==> src/cld_pkg.sv <==
// Package of constants and types for the configuration loader and charger detect block
package cld_pkg;

	// ****************************************
	// Register map (byte addresses)
	// ****************************************
	localparam logic [7:0] CLD_CTRL_OFF = 8'h00; // Control: reload request in bit 0
	localparam logic [7:0] CLD_STAT_OFF = 8'h04; // Live status
	localparam logic [7:0] CLD_IRQ_STAT_OFF = 8'h08; // Sticky event bits, read only
	localparam logic [7:0] CLD_IRQ_CLR_OFF = 8'h0c; // Write one to clear, write only
	localparam logic [7:0] CLD_IRQ_EN_OFF = 8'h10; // Interrupt enable
	localparam logic [7:0] CLD_IMG_ADDR_OFF = 8'h14; // Config memory write address
	localparam logic [7:0] CLD_IMG_DATA_OFF = 8'h18; // Config memory write data

	// ****************************************
	// Config image layout (word index in rewritable memory)
	// ****************************************
	localparam int CLD_IMG_WORDS = 8; // Words scanned on each load
	localparam logic [2:0] CLD_W_OPTS = 3'h0; // Option bits word
	localparam logic [2:0] CLD_W_PIN5 = 3'h1; // Function of config pin five
	localparam logic [2:0] CLD_W_PIN6 = 3'h2; // Function of config pin six
	localparam logic [2:0] CLD_W_USBVER = 3'h3; // USB version field (BCD)
	localparam int CLD_OPT_PD_BIT = 0; // Pull-down on suspend
	localparam int CLD_OPT_WAKE_BIT = 1; // Remote wake enable

	// ****************************************
	// Reset / default image values
	// ****************************************
	localparam logic [31:0] CLD_OPTS_RST = 32'h0000_0000; // Pull-down and wake off
	localparam logic [15:0] CLD_USBVER_RST = 16'h0200; // Reported as USB 2.0
	localparam logic [31:0] CLD_SPEED_BPS = 32'd12000000; // Full speed only

	// Functions selectable on a config pin
	localparam logic [2:0] CLD_FN_TRISTATE = 3'h0; // Pin unused, high impedance
	localparam logic [2:0] CLD_FN_HOST_SENSE = 3'h1; // Host power sense input
	localparam logic [2:0] CLD_FN_STAY_AWAKE = 3'h2; // Stay-awake input, active low
	localparam logic [2:0] CLD_FN_CHG = 3'h3; // Charger detect, active high
	localparam logic [2:0] CLD_FN_CHG_N = 3'h4; // Charger detect, active low
	localparam logic [2:0] CLD_FN_PIN5_RST = CLD_FN_HOST_SENSE;
	localparam logic [2:0] CLD_FN_PIN6_RST = CLD_FN_STAY_AWAKE;

	// ****************************************
	// Timing
	// ****************************************
	localparam int CLD_CLK_MHZ = 200; // System clock rate
	localparam int CLD_WAKE_MS = 20; // Remote wake signalling time
	// Milliseconds times MHz times 1000 gives cycles; this order keeps the product in int range
	localparam int CLD_WAKE_CYC = CLD_WAKE_MS * CLD_CLK_MHZ * 1000;

	// Interrupt bits
	localparam int CLD_IRQ_LOAD = 0; // Load finished
	localparam int CLD_IRQ_CHG = 1; // Charging port detected
	localparam int CLD_IRQ_WAKE = 2; // Remote wake sent
	localparam int CLD_IRQ_W = 3;

	// Loader states, one-hot
	typedef enum logic [2:0] {
		CLD_S_IDLE = 3'b001,
		CLD_S_SCAN = 3'b010,
		CLD_S_DONE = 3'b100
	} cld_state_t;

	// Decode of a pin function: true for either of its two charger polarities
	function automatic logic cld_is_chg(input logic [2:0] fn);
		return (fn == CLD_FN_CHG) || (fn == CLD_FN_CHG_N);
	endfunction

endpackage

==> src/cld_sync.sv <==
// Two flip-flop level synchroniser, vector wide
`timescale 1ns/1ps
`default_nettype none
module cld_sync #(
	parameter int W = 1,
	parameter logic [W-1:0] RST = '0
) (
	input wire logic clk,
	input wire logic arst_n,
	input wire logic [W-1:0] d,
	output logic [W-1:0] q
);
	// ****************************************
	// State
	// ****************************************
	typedef struct packed {
		logic [W-1:0] s1; // First stage, read only by s2
		logic [W-1:0] s2; // Second stage
	} cld_sync_t;
	cld_sync_t st_reg, st_next;

	// Shift one stage per clock
	always_comb begin
		st_next.s1 = d;
		st_next.s2 = st_reg.s1;
	end

	// Reset to the idle level of the pins
	always_ff @(posedge clk or negedge arst_n) begin
		if (!arst_n) begin
			st_reg <= {RST, RST};
		end else begin
			st_reg <= st_next;
		end
	end

	assign q = st_reg.s2;
endmodule
`default_nettype wire

==> src/cld_top.sv <==
// Configuration loader, config pin mux and charger detect with AXI4-Lite registers
`timescale 1ns/1ps
`default_nettype none
module cld_top
	import cld_pkg::*;
(
	input wire logic clk,
	input wire logic arst_n,
	// AXI4-Lite slave
	input wire logic [7:0] s_axi_awaddr,
	input wire logic s_axi_awvalid,
	output logic s_axi_awready,
	input wire logic [31:0] s_axi_wdata,
	input wire logic [3:0] s_axi_wstrb,
	input wire logic s_axi_wvalid,
	output logic s_axi_wready,
	output logic [1:0] s_axi_bresp,
	output logic s_axi_bvalid,
	input wire logic s_axi_bready,
	input wire logic [7:0] s_axi_araddr,
	input wire logic s_axi_arvalid,
	output logic s_axi_arready,
	output logic [31:0] s_axi_rdata,
	output logic [1:0] s_axi_rresp,
	output logic s_axi_rvalid,
	input wire logic s_axi_rready,
	// USB side signals to and from the core
	input wire logic usb_bus_reset,
	input wire logic usb_suspend,
	input wire logic usb_lines_shorted,
	output logic usb_wake_signal,
	output logic usb_stay_awake,
	output logic usb_host_power,
	output logic [15:0] usb_version,
	// Pins
	input wire logic wake_request_n,
	output logic power_enable_n,
	input wire logic [1:0] config_io_pins_in,
	output logic [1:0] config_io_pins_out,
	output logic [1:0] config_io_pins_oe,
	output logic fifo_pulldown_oe,
	output logic irq
);
	// ****************************************
	// Synchronised pins
	// ****************************************
	logic [1:0] pins_sync; // Config pins after two flops
	logic wake_n_sync; // Wake request after two flops

	cld_sync #(.W(3), .RST(3'b111)) u_sync (
		.clk(clk),
		.arst_n(arst_n),
		.d({wake_request_n, config_io_pins_in}),
		.q({wake_n_sync, pins_sync})
	);

	// ****************************************
	// State
	// ****************************************
	typedef struct packed {
		cld_state_t state; // Loader state
		logic [2:0] scan_idx; // Image word being loaded
		logic [31:0] opts; // Loaded option bits
		logic [2:0] fn5; // Loaded pin five function
		logic [2:0] fn6; // Loaded pin six function
		logic [15:0] usbver; // Loaded version field
		logic loaded; // Image is live
		logic reload_req; // Software reload pending
		logic [2:0] wr_addr; // Memory write pointer
		logic aw_held; // Write address taken
		logic w_held; // Write data taken
		logic [7:0] aw_addr; // Captured write address
		logic [31:0] w_data; // Captured write data
		logic bvalid; // Write response pending
		logic [1:0] bresp; // Write response code
		logic rvalid; // Read data pending
		logic [1:0] rresp; // Read response code
		logic [31:0] rdata; // Read data
		logic [CLD_IRQ_W-1:0] irq_stat; // Sticky events
		logic [CLD_IRQ_W-1:0] irq_en; // Interrupt enables
		logic [31:0] wake_cnt; // Remote wake timer
		logic wake_on; // Wake signalling active
		logic chg_prev; // Charger detect last cycle
	} cld_st_t;
	cld_st_t st_reg, st_next;

	// Rewritable config memory, kept outside the struct to stay a RAM
	logic [31:0] cfg_mem [CLD_IMG_WORDS];
	logic mem_we; // Write strobe into the memory
	logic [31:0] mem_rd; // Word at the scan index

	// Memory preloaded with the factory image at power-on
	// Plain always, since the preload below also writes this array and always_ff forbids that
	always @(posedge clk) begin
		if (mem_we) begin
			cfg_mem[st_reg.wr_addr] <= st_reg.w_data;
		end
	end
	initial begin
		for (int i = 0; i < CLD_IMG_WORDS; i++) begin
			cfg_mem[i] = 32'h0000_0000;
		end
		cfg_mem[CLD_W_OPTS] = CLD_OPTS_RST;
		cfg_mem[CLD_W_PIN5] = {29'h0, CLD_FN_PIN5_RST};
		cfg_mem[CLD_W_PIN6] = {29'h0, CLD_FN_PIN6_RST};
		cfg_mem[CLD_W_USBVER] = {16'h0, CLD_USBVER_RST};
	end
	assign mem_rd = cfg_mem[st_reg.scan_idx];

	// ****************************************
	// Derived conditions
	// ****************************************
	logic chg_det; // Charging port found while suspended
	logic suspended; // Device in suspend
	logic aw_fire, w_fire, ar_fire;
	logic wr_go; // Both write halves present

	// Only suspended + shorted lines counts, so an enumerated device never flags
	assign chg_det = usb_suspend && usb_lines_shorted && st_reg.loaded;
	assign suspended = usb_suspend;
	assign aw_fire = s_axi_awvalid && s_axi_awready;
	assign w_fire = s_axi_wvalid && s_axi_wready;
	assign ar_fire = s_axi_arvalid && s_axi_arready;
	assign wr_go = st_reg.aw_held && st_reg.w_held && !st_reg.bvalid;
	assign mem_we = wr_go && (st_reg.aw_addr == CLD_IMG_DATA_OFF);

	// ****************************************
	// Next state
	// ****************************************
	always_comb begin
		logic [CLD_IRQ_W-1:0] ev;
		ev = '0;
		st_next = st_reg;

		// Loader: scan every image word, restart on any bus reset
		case (st_reg.state)
			CLD_S_IDLE: begin
				st_next.scan_idx = 3'h0;
				st_next.state = CLD_S_SCAN;
				st_next.loaded = 1'b0;
			end
			CLD_S_SCAN: begin
				case (st_reg.scan_idx)
					CLD_W_OPTS: st_next.opts = mem_rd;
					CLD_W_PIN5: st_next.fn5 = mem_rd[2:0];
					CLD_W_PIN6: st_next.fn6 = mem_rd[2:0];
					CLD_W_USBVER: st_next.usbver = mem_rd[15:0];
					default: ;
				endcase
				if (st_reg.scan_idx == 3'(CLD_IMG_WORDS - 1)) begin
					st_next.state = CLD_S_DONE;
					st_next.loaded = 1'b1;
					ev[CLD_IRQ_LOAD] = 1'b1;
				end else begin
					st_next.scan_idx = st_reg.scan_idx + 3'h1;
				end
			end
			CLD_S_DONE: begin
				st_next.state = CLD_S_DONE;
			end
			default: st_next.state = CLD_S_IDLE;
		endcase
		// Bus reset or software reload forces a fresh scan
		if (usb_bus_reset || st_reg.reload_req) begin
			st_next.state = CLD_S_IDLE;
			st_next.loaded = 1'b0;
			st_next.reload_req = 1'b0;
		end

		// Remote wake: low wake pin, enabled, while suspended
		if (st_reg.wake_on) begin
			if (st_reg.wake_cnt == 32'(CLD_WAKE_CYC - 1)) begin
				st_next.wake_on = 1'b0;
				ev[CLD_IRQ_WAKE] = 1'b1;
			end else begin
				st_next.wake_cnt = st_reg.wake_cnt + 32'h1;
			end
		end else if (!wake_n_sync && st_reg.opts[CLD_OPT_WAKE_BIT] && suspended
			&& st_reg.loaded) begin
			st_next.wake_on = 1'b1;
			st_next.wake_cnt = 32'h0;
		end

		// Rising charger detect is an event
		st_next.chg_prev = chg_det;
		if (chg_det && !st_reg.chg_prev) begin
			ev[CLD_IRQ_CHG] = 1'b1;
		end

		// AXI write channels taken in either order
		if (aw_fire) begin
			st_next.aw_held = 1'b1;
			st_next.aw_addr = s_axi_awaddr;
		end
		if (w_fire) begin
			st_next.w_held = 1'b1;
			st_next.w_data = s_axi_wdata;
		end
		if (wr_go) begin
			st_next.aw_held = 1'b0;
			st_next.w_held = 1'b0;
			st_next.bvalid = 1'b1;
			st_next.bresp = 2'b00;
			case (st_reg.aw_addr)
				CLD_CTRL_OFF: st_next.reload_req = st_reg.w_data[0];
				CLD_IRQ_CLR_OFF: st_next.irq_stat = st_reg.irq_stat & ~st_reg.w_data[CLD_IRQ_W-1:0];
				CLD_IRQ_EN_OFF: st_next.irq_en = st_reg.w_data[CLD_IRQ_W-1:0];
				CLD_IMG_ADDR_OFF: st_next.wr_addr = st_reg.w_data[2:0];
				CLD_IMG_DATA_OFF: st_next.wr_addr = st_reg.wr_addr + 3'h1;
				CLD_STAT_OFF, CLD_IRQ_STAT_OFF: ;
				default: st_next.bresp = 2'b10;
			endcase
		end
		if (st_reg.bvalid && s_axi_bready) begin
			st_next.bvalid = 1'b0;
		end

		// Events set after clear so a set in the clear cycle wins
		st_next.irq_stat = st_next.irq_stat | ev;

		// AXI read
		if (ar_fire) begin
			st_next.rvalid = 1'b1;
			st_next.rresp = 2'b00;
			case (s_axi_araddr)
				CLD_CTRL_OFF: st_next.rdata = {31'h0, st_reg.reload_req};
				CLD_STAT_OFF: st_next.rdata = {st_reg.usbver, 6'h0, st_reg.wake_on, chg_det,
					suspended, st_reg.fn6, st_reg.fn5, st_reg.loaded};
				CLD_IRQ_STAT_OFF: st_next.rdata = {29'h0, st_reg.irq_stat};
				CLD_IRQ_EN_OFF: st_next.rdata = {29'h0, st_reg.irq_en};
				CLD_IMG_ADDR_OFF: st_next.rdata = {29'h0, st_reg.wr_addr};
				CLD_IRQ_CLR_OFF, CLD_IMG_DATA_OFF: st_next.rdata = 32'h0;
				default: begin
					st_next.rdata = 32'h0;
					st_next.rresp = 2'b10;
				end
			endcase
		end else if (st_reg.rvalid && s_axi_rready) begin
			st_next.rvalid = 1'b0;
		end
	end

	// ****************************************
	// Registers
	// ****************************************
	always_ff @(posedge clk or negedge arst_n) begin
		if (!arst_n) begin
			st_reg <= '{state: CLD_S_IDLE, opts: CLD_OPTS_RST, fn5: CLD_FN_PIN5_RST,
				fn6: CLD_FN_PIN6_RST, usbver: CLD_USBVER_RST, default: '0};
		end else begin
			st_reg <= st_next;
		end
	end

	// ****************************************
	// Outputs
	// ****************************************
	assign s_axi_awready = !st_reg.aw_held;
	assign s_axi_wready = !st_reg.w_held;
	assign s_axi_bvalid = st_reg.bvalid;
	assign s_axi_bresp = st_reg.bresp;
	assign s_axi_arready = !st_reg.rvalid;
	assign s_axi_rvalid = st_reg.rvalid;
	assign s_axi_rdata = st_reg.rdata;
	assign s_axi_rresp = st_reg.rresp;
	assign irq = |(st_reg.irq_stat & st_reg.irq_en);
	assign usb_wake_signal = st_reg.wake_on;
	assign usb_version = st_reg.usbver;
	assign power_enable_n = suspended || !st_reg.loaded;

	// Pull-down only when enabled and suspend shown by the power enable pin
	assign fifo_pulldown_oe = st_reg.loaded && st_reg.opts[CLD_OPT_PD_BIT] && power_enable_n;

	// Per pin function decode; until loaded all pins float
	logic [2:0] fn_pin [2];
	assign fn_pin[0] = st_reg.fn5;
	assign fn_pin[1] = st_reg.fn6;
	logic [1:0] sense_hit, awake_hit;
	for (genvar p = 0; p < 2; p++) begin : g_pin
		assign config_io_pins_oe[p] = st_reg.loaded && cld_is_chg(fn_pin[p]);
		assign config_io_pins_out[p] = (fn_pin[p] == CLD_FN_CHG_N) ? !chg_det : chg_det;
		assign sense_hit[p] = st_reg.loaded && (fn_pin[p] == CLD_FN_HOST_SENSE) && pins_sync[p];
		assign awake_hit[p] = st_reg.loaded && (fn_pin[p] == CLD_FN_STAY_AWAKE) && !pins_sync[p];
	end
	assign usb_host_power = |sense_hit;
	assign usb_stay_awake = |awake_hit;
endmodule
`default_nettype wire

==> config.mk <==
export PLATFORM = sky130hd
export DESIGN_NAME = cld_top
export DESIGN_NICKNAME = d
export VERILOG_FILES = /design/src/cld_pkg.sv /design/src/cld_sync.sv /design/src/cld_top.sv
export SDC_FILE = /design/constraint.sdc
export NUM_CORES = 1
export LEC_CHECK = 0
export ABC_AREA = 1
export ABC_CLOCK_PERIOD_IN_PS = 3440
export BUFFER_PORTS_ARGS = -buffer_cell sky130_fd_sc_hd__buf_2
export CORE_UTILIZATION = 59
export DETAILED_ROUTE_END_ITERATION = 16
export HOLD_SLACK_MARGIN = 0.12
export PLACE_DENSITY = 0.82
export SLEW_MARGIN = 20
export SYNTH_ARGS = -nofsm -noshare
export SYNTH_HDL_FRONTEND = slang
export SYNTH_SLANG_ARGS = --single-unit
==> constraint.sdc <==
create_clock -name clk -period 3.44 [get_ports clk]
set_clock_uncertainty 0.05 [all_clocks]
set_input_delay 0.688 -clock clk [delete_from_list [all_inputs] [get_ports clk]]
set_output_delay 0.688 -clock clk [all_outputs]
set_load 0.02 [all_outputs]
==> results.yml, run 1 <==
power:
  peakVddDrop_mv: 0.540
  swShare_pct: 28.0
  power_density_nw_per_um2: 606
  internal-power_uw: 6000
  pwr-share-seq_pct: 50.6
  p_switching_uw: 2330
  leakage_uw: 0.00617
  comb_power_share_pct: 13.8
  power.share.clock_pct: 35.6
yosys:
  muxShareOfSynthArea_pct: 1.55
  synth_compound_area_share_pct: 7.26
  postSynthAreaPerCell_um2: 9.50
  synth_top_family_by_area: "simple AND/OR/NAND/NOR gates"
  synth-async-reset-ratio_pct: 51.7
  syn-cell-area_um2: 12400
  ys.flop_type: "edfxtp_1"
  yosysWarnings: 0
  synth-adder-area-share_pct: 0.808
  yosys.area_share.simple_pct: 23.1
  ys_ff_latch: 265
  ys_types: 39
  synth_xor_area_share_pct: 0.566
  yosysSeqAreaShare_pct: 58.8
  synth_edf_count: 128
  synth_cells: 1303
worst_setup_path:
  startpoint_type: "flop"
  crit_path_end_kind: "primary output"
  crit_end: "config_io_pins_out[1]"
  rr_startpoint: "st_reg[179]$_DFFE_PN0P_"
  cp_max_fo: 6
  rrSetupSlack_ns: 1.02
  crit_arrival_ns: 1.87
  cp-startpoint: "st_reg[124]$_DFFE_PN0P_"
  cp_common_cell: "nand2_1"
  required_ns: 2.70
  timing.rr.end: "usb_version[4]$_DFFE_PN0P_"
  slowest_delay_ns: 0.48
  r2r_cells: 8
  crit_path_top_delay_cell: "dfrtp_1"
  critical_path_class: "flop to primary output"
  cp_cell_sequence: "nand2_1 -> inv_1 -> nand2_1 -> xnor2_1 -> buf_2"
placement:
  gp_congestion: 0.943
  place_area_um2: 12800
  dp_hpwl_um: 17400
  port_buffers: 103
cells_and_area:
  multi_input_area_um2: 4190
  syn_to_final_growth_pct: 11.1
  fin_nets: 1438
  antenna_cells: 0
  fillCellCount: 1517
  largest_reg_flops: 128
  seqCellArea_um2: 7280
  layout-drive-gt1-share_pct: 17.0
  stdcell_area_um2: 13800
global_route:
  grt_antenna_before_repair: 0
  grt_max_degree: 107
  grt_overflow: 0
  track_usage_pct: 25.5
  grt_pass1_wl_um: 43600
  grt_pass1_vias: 8680
die:
  num_rows: 52
  initial_core_util_pct: 60.6
  core_um2: 20400
  die_y_um: 147
  dieWidth_um: 147
  die_area_um2: 21600
  io_pins: 132
clocking:
  cts_sinks: 265
  clk_latency_ns: 0.54
  ctsHoldBuffers: 0
  cts_tree: "built"
  cts_resized: 0
  root_buffer: "clkbuf_16"
  post_cts_buffers: 0
  clk_pin_slew_ns: 0.06
  clockBufferDepth: 3
  htreeDepth: 1
  numCtsBuffers: 26
timing:
  rsz0062_at_grt: "no"
  final_hold_viol_count: 0
  worst_pin_slew_ns: 1.01
  setup_viol: 0
  timing.fmax_mhz: 384
  post-route-min-period_ns: 2.60
  slew_violations: 0
  fin_crit_sh_pct: 75.7
  relSlewSlack_pct: 32.6
  fin_tns_setup_ns: 0
detailed_routing:
  drt_iter0_drc: 668
  via_per_inst: 5.55
  drtAntennaViolNets: 0
  via_count: 9180
  postRouteWirelength_um: 26900
  routedWlPerCell_um: 16.2
  drt_first_pass_iters: 9
  drc: 0
flow_run:
  cap_violations: 0
status:
  status: "completed"
hold_path:
  hold_class: "input port to flop"
## worst max-delay path: cells and delay by family, from the launching register on
kind	cells	cell delay, ns
XOR/XNOR	1	0.22
buffers and inverters	2	0.28
flip-flops	1	0.48
AND/OR/NAND/NOR	2	0.35
## placed cells by master, fill, tap and decap left out, types with 3 or more instances in the layout
| master | Yosys | layout |
|---|---|---|
| nand2_1 | 320 | 320 |
| nor2_1 | 175 | 175 |
| edfxtp_1 | 128 | 128 |
| dfrtp_1 | 127 | 127 |
| nand3_1 | 107 | 107 |
| buf_2 | 16 | 102 |
| o21ai_0 | 101 | 101 |
| inv_1 | 83 | 83 |
| o211ai_1 | 30 | 30 |
| clkbuf_16 | 0 | 26 |
| buf_4 | 54 | 20 |
| mux2_2 | 17 | 17 |
| nand3_2 | 17 | 17 |
| a21oi_1 | 11 | 11 |
| o31ai_1 | 10 | 10 |
| dfstp_2 | 10 | 10 |
| nor3_2 | 0 | 8 |
| ha_1 | 8 | 8 |
| conb_1 | 1 | 8 |
| clkinv_1 | 3 | 6 |
| nand4_1 | 6 | 6 |
| xor2_1 | 6 | 6 |
| nor3_1 | 13 | 5 |
| clkbuf_1 | 20 | 5 |
| nor2_4 | 4 | 4 |
| nor2_2 | 4 | 4 |
| nand3b_1 | 4 | 4 |
| bufinv_16 | 0 | 4 |
| clkinv_2 | 0 | 4 |
| inv_2 | 3 | 3 |
| nor4_1 | 3 | 3 |
| or2_2 | 3 | 3 |
| clkbuf_8 | 0 | 3 |
## cell families (layout without fill, tap and decap cells)
logic type | after synthesis | in the layout
xor+xnor | 8 | 8
other cells | 1 | 8
simple gates | 661 | 661
buf+inv | 186 | 261
compound gates | 157 | 157
mux | 17 | 17
flops | 265 | 265
fa+ha+maj | 8 | 8
## synth_stat cells, types with 8 or more instances
master	number	share of area, %
o211ai_1	30	1.8
o21ai_0	101	4.1
edfxtp_1	128	31
nor2_1	175	5.3
o31ai_1	10	0.61
dfstp_2	10	2.1
nand3_1	107	4.3
nand3_2	17	1.4
mux2_2	17	1.5
dfrtp_1	127	26
clkbuf_1	20	0.61
nor3_1	13	0.53
inv_1	83	2.5
nand2_1	320	9.7
a21oi_1	11	0.44
buf_4	54	3.3
ha_1	8	0.81
buf_2	16	0.65
## cell type report
cell class	instances	area share [%]
clock buffers	34	5.17
well taps	270	2.46
inverters	89	2.43
flip-flops and latches	265	53.0
repair buffers	124	5.03
multi-input cells	859	30.5
clock inverters	14	1.45
## power by group through the flow
stage | Clock, uW | Combinational, uW | Sequential, uW
2_1_floorplan | 0 | 873 | 4130
3_3_place_gp | 0 | 1090 | 4240
3_5_place_dp | 0 | 1140 | 4260
4_1_cts | 3000 | 1150 | 4200
5_1_grt | 3130 | 1290 | 4260
6_report | 2960 | 1150 | 4220
## routing by layer
| metal | part of all wire (%) | up-vias | GRT usage [%] |
|---|---|---|---|
| met2 | 51 | 272 | 44.5 |
| met5 | 0 | - | 0 |
| li1 | - | 4410 | - |
| met1 | 42 | 4442 | 33.2 |
| met3 | 5.0 | 56 | 3.42 |
| met4 | 2.3 | 0 | 7.50 |
## worst min-delay path by stage
| stage | startpoint | endpoint | slack [ns] | depth (start not counted) |
|---|---|---|---|---|
| 2_1_floorplan | u_sync.st_next[0]$_DFF_PN1_ | u_sync.q[0]$_DFF_PN1_ | 0.30 | 0 |
| 6_report | config_io_pins_in[0] | u_sync.st_next[0]$_DFF_PN1_ | 0.20 | 1 |
| 3_5_place_dp | u_sync.st_next[1]$_DFF_PN1_ | u_sync.q[1]$_DFF_PN1_ | 0.30 | 0 |
| 4_1_cts | config_io_pins_in[1] | u_sync.st_next[1]$_DFF_PN1_ | 0.19 | 1 |
| 5_1_grt | config_io_pins_in[0] | u_sync.st_next[0]$_DFF_PN1_ | 0.18 | 1 |
| 3_3_place_gp | u_sync.st_next[0]$_DFF_PN1_ | u_sync.q[0]$_DFF_PN1_ | 0.30 | 0 |
## metrics by stage
stage | cells | worst slack [ns] | total power [uW] | utilization (%) | hold slack, ns
2_1_floorplan | 1310 | 0.706 | 5000 | - | 0.295
3_3_place_gp | 1607 | 1.09 | 5330 | 62.9 | 0.297
3_5_place_dp | 1607 | 0.978 | 5400 | 62.9 | 0.302
4_1_cts | 1655 | 0.838 | 8350 | 67.3 | 0.187
5_1_grt | 1655 | 0.765 | 8680 | 67.3 | 0.182
6_report | 1655 | 0.836 | 8330 | 67.3 | 0.203
Power figures use the tool's default switching activity.
==> run 2, diff against run 1 <==
ABC_AREA = 0   (was 1)
ABC_CLOCK_PERIOD_IN_PS = 2100   (was 3440)
CORE_UTILIZATION = 53   (was 59)
PLACE_DENSITY = 0.78   (was 0.82)
clock period = 2.1 ns   (was 3.44 ns; I/O delays follow)
==> run 2 against run 1 <==
Net effect: sequential power up 68%; worst setup slack worse by 0.81 ns; critical path depth down 2; critical path type unchanged; highest routed layer unchanged.
==> results.yml, run 2 <==
status:
  status: "completed"
yosys:
  syn-cell-area_um2: 11500
  synth_cells: 844
  synth_edf_count: 128
  ys_types: 68
  ys_top_cells_by_area: "edfxtp_1 (33%), dfrtp_1 (28%), mux4_2 (6.3%), buf_4 (3.5%), mux2_2 (3.4%)"
  yosysWarnings: 0
  yosys.cell_count.top_type: "edfxtp_1"
  yosysTopAreaCellShare_pct: 33.4
  synth-async-reset-ratio_pct: 51.7
  ys_ff_latch: 265
  yosysSeqAreaShare_pct: 63.4
  postSynthAreaPerCell_um2: 13.6
  ys.flop_type: "edfxtp_1"
  synth_common_cells: "edfxtp_1 (128), dfrtp_1 (127), nand2_1 (75)"
  synth_top_cell_by_area: "edfxtp_1"
global_route:
  grt_antenna_before_repair: 0
  track_usage_pct: 23.2
  grt_pass1_vias: 7411
  grt_max_degree: 48
  grt_pass1_wl_um: 39800
  grt_overflow: 0
clocking:
  cts_sinks: 265
  clk_latency_ns: 0.52
  numCtsBuffers: 28
  clk_pin_slew_ns: 0.06
  cts_tree: "built"
  htreeDepth: 1
  root_buffer: "clkbuf_16"
  clockBufferDepth: 3
die:
  dieWidth_um: 149
  die_y_um: 149
  core_um2: 21200
  num_rows: 53
  io_pins: 132
  initial_core_util_pct: 54.3
  die_area_um2: 22300
power:
  pwr-share-seq_pct: 49.9
  peakVddDrop_mv: 0.699
  internal-power_uw: 10600
  p_switching_uw: 3570
  comb_power_share_pct: 13.2
  leakage_uw: 0.00565
  power_density_nw_per_um2: 1030
  power.total_uw: 14200
  swShare_pct: 25.1
  power.share.clock_pct: 37.0
detailed_routing:
  met2WireLength_um: 12300
  drtAntennaViolNets: 0
  via_per_inst: 5.82
  via_count: 7466
  drt_first_pass_iters: 5
  wl_met3_um: 1330
  drt_iter0_drc: 543
  drc: 0
  routedWlPerCell_um: 19.5
  wirelength_met1_um: 10500
  postRouteWirelength_um: 25000
  highest_layer: "met4"
placement:
  port_buffers: 103
  dp_hpwl_um: 16200
  gp_congestion: 0.897
timing:
  slew_violations: 0
  post-route-min-period_ns: 2.07
  rsz0062_at_grt: "yes"
  timing.fmax_mhz: 482
  fin_tns_setup_ns: 0
  setup_viol: 0
  fin_crit_sh_pct: 98.7
  whs_ns: 0.152
  final_hold_viol_count: 0
cells_and_area:
  fin_nets: 1059
  syn_to_final_growth_pct: 20.4
  antenna_cells: 0
  largest_reg_flops: 128
  final_common_cell: "edfxtp_1"
  fillCellCount: 1506
  final_cell_mix: "edfxtp_1 (128), dfrtp_1 (123), buf_2 (101)"
  layout-drive-gt1-share_pct: 30.8
flow_run:
  cap_violations: 0
worst_setup_path:
  cp_max_fo: 6
  required_ns: 1.63
  crit_arrival_ns: 1.60
  critical_path_class: "flop to primary output"
  crit_path_end_kind: "primary output"
  startpoint_type: "flop"
hold_path:
  hold_class: "input port to flop"
==> run 2: path summary, 6_finish.rpt <==
kind                                             start                          to  slack (ns)  depth (start not counted)
setup / recovery                 fn_pin[1]$_DFFE_PN1P_              usb_stay_awake        0.03                          3
hold / removal                         s_axi_araddr[4]  s_axi_rresp[1]$_DFFE_PN0P_        0.15                          3
min in group asynchronous                       arst_n       fn_pin[5]$_DFFE_PN0P_        0.37                          2
max in group asynchronous                       arst_n     st_reg[181]$_DFFE_PN0P_        0.96                          3
hold reg to reg            u_sync.st_next[1]$_DFF_PN1_       u_sync.q[1]$_DFF_PN1_        0.31                          0
setup reg to reg                st_reg[12]$_DFFE_PN0P_      st_reg[25]$_DFFE_PN0P_        0.08                          4
==> run 2: timing repair <==
action	in CTS	in global routing
setup endpoints to repair	53	68
hold endpoints to repair	75	0
setup buffers	0	5
gates resized for setup	7	11
hold buffers	33	0
pin swaps	0	4
==> run 2: layout make-up <==
| class | instances | area [um^2] | area share (%) |
|---|---|---|---|
| Multi-Input combinational cell | 476 | 3710 | 26.8 |
| Inverter | 21 | 78.8 | 0.569 |
| Sequential cell | 265 | 7290 | 52.7 |
| Timing Repair Buffer | 194 | 1420 | 10.2 |
| Tap cell | 275 | 344 | 2.49 |
| Clock buffer | 37 | 776 | 5.60 |
| Clock inverter | 15 | 225 | 1.63 |
==> run 2: power by group through the flow <==
stage	sequential, uW	combinational, uW	clock, uW
after global placement	7090	1710	0
after global routing	7180	2040	5540
after floorplan	6850	1330	0
after detailed placement	7150	1760	0
after CTS	7070	1840	5330
final	7090	1870	5250
==> run 2: routing by layer <==
metal	GRT usage [%]	vias up
met5	0	-
met4	9.13	0
met3	3.03	55
met2	38.6	272
met1	31.0	3725
li1	-	3414
==> run 2: cell families (layout without fill, tap and decap cells) <==
family / count (synthesis) / after routing / share of synthesized area, %
DFF: 265 / 265 / 63.4
and+or+nand+nor: 221 / 221 / 10.2
AOI/OAI and AO/OA: 161 / 161 / 9.37
buffers and inverters: 110 / 267 / 5.53
muxes: 74 / 74 / 10.3
adders and majority gates: 8 / 8 / 0.871
xor gates and xnor gates: 4 / 4 / 0.305
other: 1 / 8 / 0.0326
==> run 2: stage by stage <==
step | utilization [%] | setup slack (ns) | cell area (um^2) | instances
after floorplan | - | -0.216 | 11500 | 851
after global placement | 58.5 | 0.0517 | 12400 | 1193
after detailed placement | 58.5 | -0.0125 | 12400 | 1193
after CTS | 65.0 | -0.0465 | 13700 | 1278
after global routing | 65.4 | -0.0457 | 13800 | 1283
final | 65.4 | 0.0264 | 13800 | 1283
==> run 2: worst max-delay path, stage by stage (launching register included) <==
cell and delay, ns:
dfstp_2 0.57, nor4b_4 0.21, o21a_1 0.14, buf_2 0.16
==> run 3, diff against run 2 <==
CTS_CLUSTER_SIZE = 10   (was not set)
REMOVE_ABC_BUFFERS = 1   (was not set)
==> run 3 against run 2 <==
Net effect: the flow now finishes with violations (setup timing); first-iteration DRC count decreased by 2.2%; largest power group unchanged; clock power decreased by 9.3%; power decreased by 2.4%.
==> results.yml, run 3 (same netlist as run 2, synthesis figures left out) <==
clocking:
  cts_sinks: 265
  clockBufferDepth: 3
  cts_tree: "built"
  htreeDepth: 1
  clk_latency_ns: 0.56
  root_buffer: "clkbuf_16"
  numCtsBuffers: 30
  clk_pin_slew_ns: 0.05
power:
  p_switching_uw: 3770
  pwr-share-seq_pct: 51.5
  power_density_nw_per_um2: 1000
  power.share.clock_pct: 34.4
  swShare_pct: 27.2
  internal-power_uw: 10100
  comb_power_share_pct: 14.2
  peakVddDrop_mv: 0.844
  leakage_uw: 0.00561
timing:
  fin_crit_sh_pct: 102
  rsz0062_at_grt: "yes"
  slew_violations: 0
  post-route-min-period_ns: 2.14
  layout_setup_ws_ns: -0.0378
  whs_ns: 0.125
  setup_viol: 2
  final_hold_viol_count: 0
  timing.fmax_mhz: 468
worst_setup_path:
  rrSetupSlack_ns: 0.08
  cp_cell_sequence: "buf_4 -> nor4b_2 -> o21a_1 -> buf_4"
  rr_startpoint: "st_reg[115]$_DFFE_PN0P_"
  cp-startpoint: "fn_pin[3]$_DFFE_PN1P_"
  timing.rr.end: "cfg_mem[0][4]$_DFFE_PP_"
  critical_path_class: "flop to primary output"
  cp_max_fo: 4
  cp_common_cell: "buf_4"
  crit_path_top_delay_cell: "dfstp_2"
  crit_buf_inv: 2
  r2r_cells: 5
  cpLargestDelayFamily: "flip-flops"
  crit_end: "usb_stay_awake"
  crit_arrival_ns: 1.67
  crit_cells: 4
  required_ns: 1.63
  startpoint_type: "flop"
  crit_path_end_kind: "primary output"
  slowest_delay_ns: 0.39
flow_run:
  cap_violations: 0
hold_path:
  hold_class: "input port to flop"
  hp-start: "usb_lines_shorted"
global_route:
  grt_pass1_vias: 7785
  grt_overflow: 0
  grt_pass1_wl_um: 41100
  track_usage_pct: 24.0
  grt_max_degree: 71
  grt_antenna_before_repair: 0
detailed_routing:
  via_per_inst: 5.88
  routedWlPerCell_um: 20.2
  drtAntennaViolNets: 0
  drc: 0
  postRouteWirelength_um: 26100
  via_count: 7598
  drt_first_pass_iters: 5
  drt_iter0_drc: 531
cells_and_area:
  final_common_cell: "edfxtp_1"
  syn_to_final_growth_pct: 20.1
  layout-drive-gt1-share_pct: 30.2
  stdcell_area_um2: 13800
  fin_nets: 1067
  antenna_cells: 0
  final_cell_mix: "edfxtp_1 (128), dfrtp_1 (122), buf_2 (97)"
  largest_reg_flops: 128
placement:
  dp_hpwl_um: 15700
  port_buffers: 103
  place_area_um2: 12400
  gp_congestion: 0.904
die:
  num_rows: 53
  io_pins: 132
  dieWidth_um: 149
  initial_core_util_pct: 54.3
  die_area_um2: 22300
  die_y_um: 149
  core_um2: 21200
status:
  violations: "setup timing"
  status: "finished, violations left"
==> run 3: what timing repair did <==
action | CTS | global route
pin swaps | 1 | 5
hold buffers | 35 | 0
hold endpoints to repair | 163 | 0
buffers inserted | 1 | 5
setup endpoints to repair | 6 | 101
resized for setup | 5 | 23
==> run 3: final cells by class <==
| class | count | area (um^2) |
|---|---|---|
| Tap cell | 275 | 344 |
| Inverter | 21 | 78.8 |
| Fill cell | 1475 | 7350 |
| Timing Repair Buffer | 200 | 1510 |
| Clock buffer | 55 | 855 |
| Sequential cell | 265 | 7290 |
| Clock inverter | 1 | 30.0 |
| Multi-Input combinational cell | 476 | 3700 |
==> run 3: worst min path at each step <==
stage / endpoint / depth (start not counted) / slack [ns]
floorplan: fn_pin[0]$_DFFE_PN0P_ / 0 / 0.07
global placement: st_reg[22]$_DFFE_PN0P_ / 1 / 0.26
detailed placement: st_reg[21]$_DFFE_PN0P_ / 1 / 0.26
CTS: st_reg[0]$_DFF_PN0_ / 3 / 0.14
global route: st_reg[0]$_DFF_PN0_ / 3 / 0.14
finish: st_reg[0]$_DFF_PN0_ / 3 / 0.13
==> run 3: worst min-delay path: stages <==
cell and delay [ns]:
buf_2 0.11, nand3_4 0.09, inv_1 0.06
==> run 3: power groups by stage <==
| stage | clock network [uW] | logic, uW | registers, uW |
|---|---|---|---|
| after floorplan | 0 | 1100 | 6990 |
| after global placement | 0 | 1680 | 7090 |
| after detailed placement | 0 | 1740 | 7160 |
| after CTS | 4790 | 1830 | 7070 |
| after global routing | 5030 | 2150 | 7220 |
| final | 4760 | 1970 | 7130 |
==> run 3: layer usage <==
layer  vias to the layer above  GRT usage, %  routed length, um
met5                         -             0                  0
met4                         0          8.88                652
met3                        47          4.13               1660
met2                       293          41.3              13400
met1                      3828          30.6              10300
li1                       3430             -                  -
==> run 3: per-stage QoR <==
stage	instances	utilization [%]	TNS [ns]	worst slack (ns)	total power (uW)
6_report	1293	65.3	-0.0435	-0.0378	13900
5_1_grt	1293	65.3	-0.258	-0.0937	14400
4_1_cts	1288	64.6	-0.0500	-0.0290	13700
3_5_place_dp	1196	58.6	0	0.0172	8900
3_3_place_gp	1196	58.6	0	0.0619	8770
2_1_floorplan	762	-	-71.94	-0.828	8090
